**src/verilog/spx_pkg.sv**
```systemverilog
`default_nettype none
package spx_pkg;
	localparam int unsigned PIN_COUNT        = 24;
	localparam int unsigned CNT_W            = 5;
	localparam logic [4:0]  FRAME_BITS       = 5'h18;
	localparam logic [23:0] DIR_RESET        = 24'h00_0000;
	localparam logic [23:0] OUT_RESET        = 24'hFF_FFFF;
	localparam int unsigned CLK_PERIOD_NS    = 10;
	// Least select-low width for the clockless setup frame
	localparam int unsigned SEL_LOW_WIDTH_NS = 200;
	localparam int unsigned SEL_LOW_CYCLES   =
		(SEL_LOW_WIDTH_NS + CLK_PERIOD_NS - 1) / CLK_PERIOD_NS;
	// Host serial clock half period less one, in system clocks
	localparam logic [3:0]  HOST_HALF_DIV    = 4'h6;
	localparam int unsigned FIFO_DEPTH       = 16;

	typedef enum logic [1:0] {
		SPX_MODE_INIT = 2'b00,
		SPX_MODE_DATA = 2'b01
	} spx_mode_e;

	typedef enum logic [2:0] {
		SPX_H_IDLE  = 3'b000,
		SPX_H_RESET = 3'b001,
		SPX_H_SEL   = 3'b010,
		SPX_H_LOW   = 3'b011,
		SPX_H_HIGH  = 3'b100,
		SPX_H_END   = 3'b101
	} spx_host_e;
endpackage : spx_pkg
`default_nettype wire
```
**src/verilog/spx_link_if.sv**
```systemverilog
`timescale 1ns/10ps
`default_nettype none
interface spx_link_if;
	logic system_clear_n;
	logic select_n;
	logic sclk;
	logic sdata_to_dev;
	logic sdata_from_dev;

	modport dev (
		input  system_clear_n,
		input  select_n,
		input  sclk,
		input  sdata_to_dev,
		output sdata_from_dev
	);
	modport host (
		output system_clear_n,
		output select_n,
		output sclk,
		output sdata_to_dev,
		input  sdata_from_dev
	);
endinterface : spx_link_if
`default_nettype wire

```
**src/verilog/spx_fifo.sv**
```systemverilog
`timescale 1ns/10ps
`default_nettype none
module spx_fifo #(
	parameter int unsigned WIDTH = 24,
	parameter int unsigned DEPTH = 16
) (
	// System
	input  wire logic             clock_i,
	input  wire logic             resetn_i,
	// Fill side
	input  wire logic [WIDTH-1:0] in_data_i,
	input  wire logic             in_valid_i,
	output var  logic             in_ready_o,
	// Drain side
	output var  logic [WIDTH-1:0] out_data_o,
	output var  logic             out_valid_o,
	input  wire logic             out_ready_i
);
	localparam int unsigned AW = $clog2(DEPTH);

	logic [WIDTH-1:0] mem [DEPTH];
	logic [AW-1:0]    wr_ptr;
	logic [AW-1:0]    rd_ptr;
	logic [AW:0]      count;
	logic             push;
	logic             pop;

	assign in_ready_o  = (count != (AW+1)'(DEPTH));
	assign out_valid_o = (count != '0);
	assign out_data_o  = mem[rd_ptr];
	assign push        = in_valid_i && in_ready_o;
	assign pop         = out_valid_o && out_ready_i;

	always_ff @(posedge clock_i) begin
		if (push) begin
			mem[wr_ptr] <= in_data_i;
		end
	end

	always_ff @(posedge clock_i) begin
		if (!resetn_i) begin
			wr_ptr <= '0;
			rd_ptr <= '0;
			count  <= '0;
		end else begin
			if (push) begin
				wr_ptr <= wr_ptr + 1'b1;
			end
			if (pop) begin
				rd_ptr <= rd_ptr + 1'b1;
			end
			if (push && !pop) begin
				count <= count + 1'b1;
			end else if (pop && !push) begin
				count <= count - 1'b1;
			end
		end
	end
endmodule : spx_fifo
`default_nettype wire

```
**src/verilog/spx_host.sv**
```systemverilog
`timescale 1ns/10ps
`default_nettype none
module spx_host
	import spx_pkg::*;
(
	// System
	input  wire logic                 clock_i,
	input  wire logic                 resetn_i,
	// Link
	spx_link_if.host                  link,
	// Commands
	input  wire logic                 clear_req_i,
	input  wire logic                 setup_pulse_i,
	// Outgoing words
	input  wire logic [PIN_COUNT-1:0] tx_data_i,
	input  wire logic                 tx_valid_i,
	output var  logic                 tx_ready_o,
	// Received pin levels
	output var  logic [PIN_COUNT-1:0] rx_data_o,
	output var  logic                 rx_valid_o,
	output var  logic                 busy_o
);
	spx_host_e            state;
	logic [3:0]           div_cnt;
	logic                 tick;
	logic [CNT_W-1:0]     bit_cnt;
	logic [7:0]           wait_cnt;
	logic                 pulse_mode;
	logic [PIN_COUNT-1:0] tx_shift;
	logic [PIN_COUNT-1:0] rx_shift;
	logic [2:0]           dout_sync;
	logic                 dout_q;
	logic [PIN_COUNT-1:0] fifo_data;
	logic                 fifo_valid;
	logic                 fifo_ready;
	logic                 fifo_in_ready;

	// Words queue up; sending stalls while the link is busy
	spx_fifo #(.WIDTH(PIN_COUNT), .DEPTH(FIFO_DEPTH)) u_fifo (
		.clock_i     (clock_i),
		.resetn_i    (resetn_i),
		.in_data_i   (tx_data_i),
		.in_valid_i  (tx_valid_i),
		.in_ready_o  (fifo_in_ready),
		.out_data_o  (fifo_data),
		.out_valid_o (fifo_valid),
		.out_ready_i (fifo_ready)
	);
	assign tx_ready_o = fifo_in_ready;
	assign fifo_ready = (state == SPX_H_IDLE) && !clear_req_i && !setup_pulse_i;

	always_ff @(posedge clock_i) begin
		dout_sync <= {dout_sync[1:0], link.sdata_from_dev};
	end
	always_ff @(posedge clock_i) begin
		if (!resetn_i) begin
			dout_q <= 1'b1;
		end else if (dout_sync[1] == dout_sync[2]) begin
			dout_q <= dout_sync[2];
		end
	end

	assign tick = (div_cnt == HOST_HALF_DIV);
	always_ff @(posedge clock_i) begin
		if (!resetn_i || state == SPX_H_IDLE || tick) begin
			div_cnt <= '0;
		end else begin
			div_cnt <= div_cnt + 1'b1;
		end
	end

	// Serial clock idles low; device samples on rising edges
	always_ff @(posedge clock_i) begin
		if (!resetn_i) begin
			state               <= SPX_H_IDLE;
			link.system_clear_n <= 1'b0;
			link.select_n       <= 1'b1;
			link.sclk           <= 1'b0;
			link.sdata_to_dev   <= 1'b0;
			bit_cnt             <= '0;
			wait_cnt            <= '0;
			pulse_mode          <= 1'b0;
			tx_shift            <= '0;
			rx_shift            <= '0;
			rx_data_o           <= '0;
			rx_valid_o          <= 1'b0;
			busy_o              <= 1'b0;
		end else begin
			rx_valid_o <= 1'b0;
			unique case (state)
				SPX_H_IDLE: begin
					busy_o              <= 1'b0;
					link.system_clear_n <= 1'b1;
					wait_cnt            <= '0;
					if (clear_req_i) begin
						link.system_clear_n <= 1'b0;
						busy_o              <= 1'b1;
						state               <= SPX_H_RESET;
					end else if (setup_pulse_i) begin
						link.select_n <= 1'b0;
						pulse_mode    <= 1'b1;
						busy_o        <= 1'b1;
						state         <= SPX_H_SEL;
					end else if (fifo_valid) begin
						link.select_n <= 1'b0;
						// bit 0 settles before the first rise
						link.sdata_to_dev <= fifo_data[0];
						pulse_mode    <= 1'b0;
						tx_shift      <= fifo_data;
						bit_cnt       <= '0;
						busy_o        <= 1'b1;
						state         <= SPX_H_SEL;
					end
				end
				SPX_H_RESET: begin
					wait_cnt <= wait_cnt + 1'b1;
					if (wait_cnt == 8'(SEL_LOW_CYCLES)) begin
						link.system_clear_n <= 1'b1;
						state               <= SPX_H_END;
					end
				end
				SPX_H_SEL: begin
					wait_cnt <= wait_cnt + 1'b1;
					if (pulse_mode && wait_cnt == 8'(SEL_LOW_CYCLES)) begin
						link.select_n <= 1'b1;
						state         <= SPX_H_END;
					end else if (!pulse_mode && tick) begin
						link.sclk         <= 1'b1;
						link.sdata_to_dev <= tx_shift[0];
						state             <= SPX_H_HIGH;
					end
				end
				SPX_H_LOW: begin
					if (tick) begin
						link.sclk <= 1'b1;
						state     <= SPX_H_HIGH;
					end
				end
				SPX_H_HIGH: begin
					if (tick) begin
						link.sclk <= 1'b0;
						state     <= SPX_H_LOW;
						if (bit_cnt == FRAME_BITS - 5'h01) begin
							state <= SPX_H_END;
						end else begin
							bit_cnt           <= bit_cnt + 1'b1;
							tx_shift          <= {1'b0, tx_shift[PIN_COUNT-1:1]};
							link.sdata_to_dev <= tx_shift[1];
						end
						rx_shift <= {dout_q, rx_shift[PIN_COUNT-1:1]};
					end
				end
				// Last bit needs a further half period to cross both synchronisers;
				// select then stays high a half period so the device sees the gap
				SPX_H_END: begin
					if (tick) begin
						if (link.select_n) begin
							state <= SPX_H_IDLE;
						end else if (!pulse_mode && bit_cnt != FRAME_BITS) begin
							bit_cnt <= FRAME_BITS;
						end else begin
							if (!pulse_mode) begin
								rx_data_o  <= {dout_q, rx_shift[PIN_COUNT-1:1]};
								rx_valid_o <= 1'b1;
							end
							link.select_n <= 1'b1;
						end
					end
				end
				default: begin
					state <= SPX_H_IDLE;
				end
			endcase
		end
	end
endmodule : spx_host
`default_nettype wire

```
**src/flat_wrapper.sv**
```systemverilog
// flat-port wrapper written by rule: the top's interface ports become plain ports
module spx_host_flat import spx_pkg::*;
  (clock_i, resetn_i, clear_req_i, setup_pulse_i, tx_data_i, tx_valid_i, tx_ready_o, rx_data_o, rx_valid_o, busy_o, link_system_clear_n, link_select_n, link_sclk, link_sdata_to_dev, link_sdata_from_dev);
  spx_link_if link_i ();
  input  wire logic clock_i;
  input  wire logic resetn_i;
  input  wire logic clear_req_i;
  input  wire logic setup_pulse_i;
  input  wire logic [PIN_COUNT-1:0] tx_data_i;
  input  wire logic tx_valid_i;
  output var  logic tx_ready_o;
  output var  logic [PIN_COUNT-1:0] rx_data_o;
  output var  logic rx_valid_o;
  output var  logic busy_o;
  output wire logic [$bits(link_i.system_clear_n)-1:0] link_system_clear_n;
  output wire logic [$bits(link_i.select_n)-1:0] link_select_n;
  output wire logic [$bits(link_i.sclk)-1:0] link_sclk;
  output wire logic [$bits(link_i.sdata_to_dev)-1:0] link_sdata_to_dev;
  input wire logic [$bits(link_i.sdata_from_dev)-1:0] link_sdata_from_dev;
  assign link_system_clear_n = link_i.system_clear_n;
  assign link_select_n = link_i.select_n;
  assign link_sclk = link_i.sclk;
  assign link_sdata_to_dev = link_i.sdata_to_dev;
  assign link_i.sdata_from_dev = link_sdata_from_dev;
  spx_host u_core (.clock_i(clock_i), .resetn_i(resetn_i), .link(link_i), .clear_req_i(clear_req_i), .setup_pulse_i(setup_pulse_i), .tx_data_i(tx_data_i), .tx_valid_i(tx_valid_i), .tx_ready_o(tx_ready_o), .rx_data_o(rx_data_o), .rx_valid_o(rx_valid_o), .busy_o(busy_o));
endmodule
```
**config.mk**
```make
export PLATFORM = sky130hd
export DESIGN_NAME = spx_host_flat
export DESIGN_NICKNAME = d
export VERILOG_FILES = /design/src/verilog/spx_pkg.sv /design/src/verilog/spx_link_if.sv /design/src/verilog/spx_fifo.sv /design/src/verilog/spx_host.sv /design/src/flat_wrapper.sv
export SDC_FILE = /design/constraint.sdc
export NUM_CORES = 1
export LEC_CHECK = 0
export ABC_CLOCK_PERIOD_IN_PS = 4750
export BUFFER_PORTS_ARGS = -buffer_cell sky130_fd_sc_hd__buf_2
export CORE_MARGIN = 10
export CORE_UTILIZATION = 66
export DETAILED_ROUTE_END_ITERATION = 6
export PLACE_DENSITY = 0.84
export SLEW_MARGIN = 10
export SYNTH_ARGS = -nofsm -noshare
export SYNTH_HDL_FRONTEND = slang
export SYNTH_HIERARCHICAL = 1
export SYNTH_SLANG_ARGS = --single-unit
```
**constraint.sdc**
```tcl
create_clock -name clock_i -period 4.75 [get_ports clock_i]
set_input_delay 0.7125 -clock clock_i [delete_from_list [all_inputs] [get_ports clock_i]]
set_output_delay 0.7125 -clock clock_i [all_outputs]
set_load 0.01 [all_outputs]
```
; Yosys cells after proc, flatten, opt, wreduce, memory -nomap -nowiden
; Memory sizes are Yosys's and may differ from the RTL's. A register that Yosys moved wholly into a read port is not among the register bits.
; Index checks and enable logic that the tools add are counted.
; W data, S select, Z words.
[word_totals]
memories = 1
latch_bits = 0
ramBits = 384
regBits = 116
wordCells = 165
rom_bits = 0
inputBits = 30
[classes]
shift = 0
n_eq_ne = 28
div_mod_pow = 0
bitwise = 7
add_sub_neg = 7
reduce_logical = 40
n_mul = 0
order_cmp = 0
n_mux = 63
[mem_list]
columns = name, words, word_bits, rd, rd_clocked_by_memory_dff, write_ports, line
row1 = u_core.u_fifo.mem, 16, 24, 1, 1, 1, spx_fifo.sv:21  ; logic [WIDTH-1:0] mem [DEPTH];
[op_table]
columns = cell, n
row1 = $mux W24, 5
row2 = $mux W5, 10
row3 = $pmux W24 S2, 1
row4 = $mux W3, 11
row5 = $mux W1, 27
row6 = $pmux W3 S6, 1
row7 = $ne A2 B1 Y1 const B, 8
row8 = $pmux W8 S2, 1
row9 = $pmux W5 S3, 1
row10 = $reduce_and A5 Y1, 3
row11 = $add A4 B1 Y4 const B, 3
row12 = $ne A2 B2 Y1 const B, 6
row13 = $reduce_bool A3 Y1, 4
row14 = $add A5 B1 Y5 const B, 2
row15 = $ne A5 B5 Y1 const B, 2
row16 = $reduce_bool A2 Y1, 5
row17 = $logic_and A1 B1 Y1, 9
row18 = $pmux W1 S3, 3
row19 = $reduce_and A9 Y1, 1
row20 = $add A8 B1 Y8 const B, 1
row21 = $eq A8 B5 Y1 const B, 1
row22 = $mux W4, 2
row23 = $reduce_and A8 Y1, 1
row24 = $not A1 Y1, 7
row25 = other kinds (21), 30

; Depth between registers and ports, before layout
[depth]
word_depth = 7
ltp_mapped = 11
mapped_depth_nobuf = 10

; By module
; Netlist, hierarchy kept.
[modules_own_cells]
columns = module, cells_per_inst, n_inst, area_per_inst_um2
row1 = spx_fifo, 698, 1, 15347.2
row2 = spx_host, 550, 1, 4455.5

; Worst setup path after synthesis
; OpenSTA, ideal clock, no wires.
[synth_timing]
path_type = input -> register
start = input port tx_valid_i
end = memory u_core.u_fifo.mem[12][0] (enable)
setup_slack_ps = 2124
n_path_buf = 0
cell_stages = 3
arrival_time_ps = 2221
path_cell_list = a21boi_2 nand3_1 nor2_1
[synth_via]
elab_chain_len = 3
[synth_lines]
columns = item, line
row1 = from (decl), flat_wrapper.sv:10  ; input wire logic tx_valid_i;
row2 = $logic_and A1 B1 Y1, spx_fifo.sv:31  ; assign push = in_valid_i && in_ready_o;
row3 = $mux W1, spx_fifo.sv:35  ; if (push) begin
row4 = $mux W1 (not written as such), spx_fifo.sv:36  ; mem[wr_ptr] <= in_data_i;
row5 = to (decl), spx_fifo.sv:21
; No other way between the ends.

; Final worst setup path
[layout_timing]
start = register u_core.state[0]
end = register u_core.u_fifo.count[4]
[layout_via]
elab_chain_len = 7
elab_cells_between_ends = 9
classes_between = mux: 1 / reduce/logical: 8
[layout_lines]
columns = item, line
row1 = from (decl), spx_host.sv:23  ; spx_host_e state;
row2 = from (signal assigned), spx_host.sv:75  ; state <= SPX_H_IDLE;
row3 = from (signal assigned), spx_host.sv:98  ; state <= SPX_H_RESET;
row4 = from (signal assigned), spx_host.sv:103  ; state <= SPX_H_SEL;
row5 = $logic_not A3 Y1 *, spx_host.sv:50  ; assign fifo_ready = (state == SPX_H_IDLE) && !clear_req_i && !setup_pulse_i;
row6 = $logic_and A1 B1 Y1 * (2 in a row), spx_host.sv:50
row7 = via u_core.fifo_ready, spx_host.sv:35  ; logic fifo_ready;
row8 = $logic_and A1 B1 Y1 *, spx_fifo.sv:32  ; assign pop = out_valid_o && out_ready_i;
row9 = $logic_not A1 Y1, spx_fifo.sv:52  ; if (push && !pop) begin
row10 = $logic_and A1 B1 Y1, spx_fifo.sv:52
row11 = $mux W5 or $reduce_bool A2 Y1 (tied branches), n/a
row12 = to (signal assigned), spx_fifo.sv:53  ; count <= count + 1'b1;
row13 = to (signal assigned), spx_fifo.sv:55  ; count <= count - 1'b1;
row14 = to (decl), spx_fifo.sv:24  ; logic [AW:0] count;
; Mark *: on every way through the listed nets, which the timed path passes. The rest lies on a longest branch.
; A chain may end at the register's enable or synchronous reset.

==> summary.txt <==
Outcome -> finished clean
Initial DRC count -> 1042
Gr usage total -> 23.3%
Met3 WL -> 4330 um
Core area -> 29600 um^2
Die H -> 193 um
Initial core utilization -> 66.8%
Post-route setup TNS -> 0 ns
Clk_lat worst skew -> 0.57 ns
DP Wirelength -> 24200 um
Residual DRC count -> 0
Largest net degree at the start of global routing -> 73
Layout area overhead -> 11.4%
WP data arrival -> 3.59 ns
Share of the synthesized area in the top cell type -> 58.2%
Via Count -> 11400
Final Skew -> 0.0200 ns
Warnings, synthesis -> 6
Syn_nets -> 1294
VDD IR max -> 0.000521 V
Total global routing overflow -> 0
Top_reg_cell synth -> edfxtp_1
Slew Limit Fails -> 0
Register area share after synthesis -> 70.3%
Synth area leader -> edfxtp_1
Power Dens Cells -> 481 nW/um^2
Nets -> 1356
TritonCTS buffer count -> 48
Kind of critical path -> register to register
Post-synth EDFFs -> 384
Buffer depth of the longest clock path -> 3
Most common cell after layout, fill and taps aside -> edfxtp_1
Layout cells sized above 1 -> 21.5%
Htree depth -> 2
Worst EP required -> 5.24 ns
Vias per Instance -> 6.56
GP Congestion -> 0.806
Die W -> 193 um
Leading cell types in the layout, fill and taps excluded -> edfxtp_1 (384), nand2_1 (185), dfxtp_1 (117)
Max_cap viols -> 0
Cells after Synth -> 1248
# rows -> 63
Cts hold-fix bufs -> 0
WL final -> 44200 um
Vias in the first global route -> 11800
Final hold viol count -> 0
RSZ-0062 raised after global routing -> false
Tightest Hold Check Type -> primary input to register
DP Worst Slack -> 1.51 ns
Clk root buf -> clkbuf_16
First-pass GRT wire length -> 68900 um
Post-route ant nets -> 0
Clock tree sinks -> 503
Wire per inst -> 25.4 um
Setup Viol. Count Final -> 0
Setup crit end kind -> register
Peak Freq -> 322 MHz
PostCTS Resize Cnt -> 0
Worst-Margin Slew -> 1.15 ns
Seq cells post-synth -> 503
Detailed Routing Iterations Pass 1 -> 5
Distinct cells, synth -> 73
Asr flop ratio synth -> 0%
Min Tclk post-route -> 3.11 ns
Worst rel slew slack -> 22.7%
Period Utilization, post-route -> 65.4%
Mapped Area -> 19800 um^2
TritonCTS clock tree -> built
Max Used Layer -> met5
Die footprint -> 37300 um^2
Startpoint types -> register
Pleak -> 7.24 nW
Met1 WL -> 16500 um
Worst Path Max Fanout -> 27
Mapped Avg Cell Area -> 15.9 um^2
Synth top area cells -> edfxtp_1 (58%), dfxtp_1 (12%), mux4_2 (11%)
Met2 wire length -> 21800 um
Number of diodes -> 0
Final worst slack -> 1.64 ns
I/O pin count -> 61
Post-CTS Setup Inserts -> 0
Initial antenna violation count -> 1
Port bufs -> 60
Reg clk slew, reported paths -> 0.06 ns
## critical path: stages, from the launching register on
cell and delay, ns:
dfxtp_1 0.59, or3_4 0.52, nor3_1 0.37, o21ai_4 0.15, ha_1 0.22, inv_1 0.17
ha_1 0.31, a21oi_1 0.21, a211oi_1 0.11, a31oi_1 0.18, mux2i_1 0.19
## through the flow
step                instance area (um^2)  power [mW]  hold WS (ns)  util (%)  std cells
floorplan                          19800        6.43         0.310         -       1248
global placement                   20500        6.75         0.356      69.0       1650
detailed placement                 20500        6.82         0.362      69.0       1650
CTS                                22100        10.7         0.244      74.4       1740
global route                       22100        11.0         0.246      74.4       1740
finish                             22100        10.6         0.259      74.4       1740
## registers in the layout (all words and copies together), names as in the netlist, 3 cells and up, named ones only
signal / cells
u_core/tx_shift: 24
u_core/wait_cnt: 8
u_core/rx_data_o: 24
u_core/rx_shift: 23
u_core/u_fifo/mem: 384
u_core/bit_cnt: 5
u_core/u_fifo/wr_ptr: 4
u_core/u_fifo/count: 5
u_core/dout_sync: 3
u_core/u_fifo/rd_ptr: 4
u_core/state: 3
u_core/div_cnt: 4
## path summary, 6_finish.rpt
check,start,endpoint,slack [ns],cells after the start
worst max register to register,u_core/state[0]$_SDFFE_PN0P_,u_core/u_fifo/count[4]$_SDFFE_PN0P_,1.64,10
worst min-delay path,link_sdata_from_dev,u_core/dout_sync[0]$_DFF_P_,0.26,1
worst max-delay path,u_core/state[0]$_SDFFE_PN0P_,u_core/u_fifo/count[4]$_SDFFE_PN0P_,1.64,10
worst min register to register,u_core/dout_sync[0]$_DFF_P_,u_core/dout_sync[1]$_DFF_P_,0.37,0
## layer usage
layer	GRT usage (%)	vias up
met5	0	-
met4	8.96	2
met3	4.88	132
met2	37.7	621
met1	30.6	5706
li1	-	4952
## synth_stat cells (4+ instances only)
cell	number
nand3_1	9
inv_1	15
buf_6	9
mux4_2	96
clkbuf_1	39
xnor2_1	7
a311oi_1	16
ha_1	15
a22oi_1	49
nor2b_1	6
nor3_1	12
buf_2	22
nand2b_1	6
a31oi_1	11
a41oi_1	4
a211oi_1	4
a21oi_1	62
nand4_1	5
a311oi_2	10
nand2_1	185
and2_1	21
o21ai_0	8
dfxtp_1	119
nor2_1	59
mux2i_1	5
edfxtp_1	384
## cell type report
class | count | area [um^2]
clock buffers | 68 | 1330
clock inverters | 22 | 272
fillers | 1728 | 7590
inverters | 16 | 60.1
multi-input cells | 656 | 5480
flip-flops and latches | 503 | 13900
well taps | 390 | 488
repair buffers | 85 | 500
## cells by family after synthesis
group,after synthesis,synth area share (%)
compound gates,191,6.98
xor+xnor,9,0.398
fa+ha+maj,17,1.10
buf+inv,89,2.19
flops,503,70.3
mux,101,11.2
simple gates,338,7.91
## power breakdown
| part | leakage, nW | internal, mW | total, mW | switching, mW |
|---|---|---|---|---|
| Combinational | 2.02 | 0.687 | 1.56 | 0.872 |
| Sequential | 4.43 | 4.96 | 5.21 | 0.253 |
| Clock | 0.781 | 2.24 | 3.85 | 1.61 |
| Total | 7.24 | 7.88 | 10.6 | 2.74 |
Note: power is estimated with default switching activity, not from simulation.
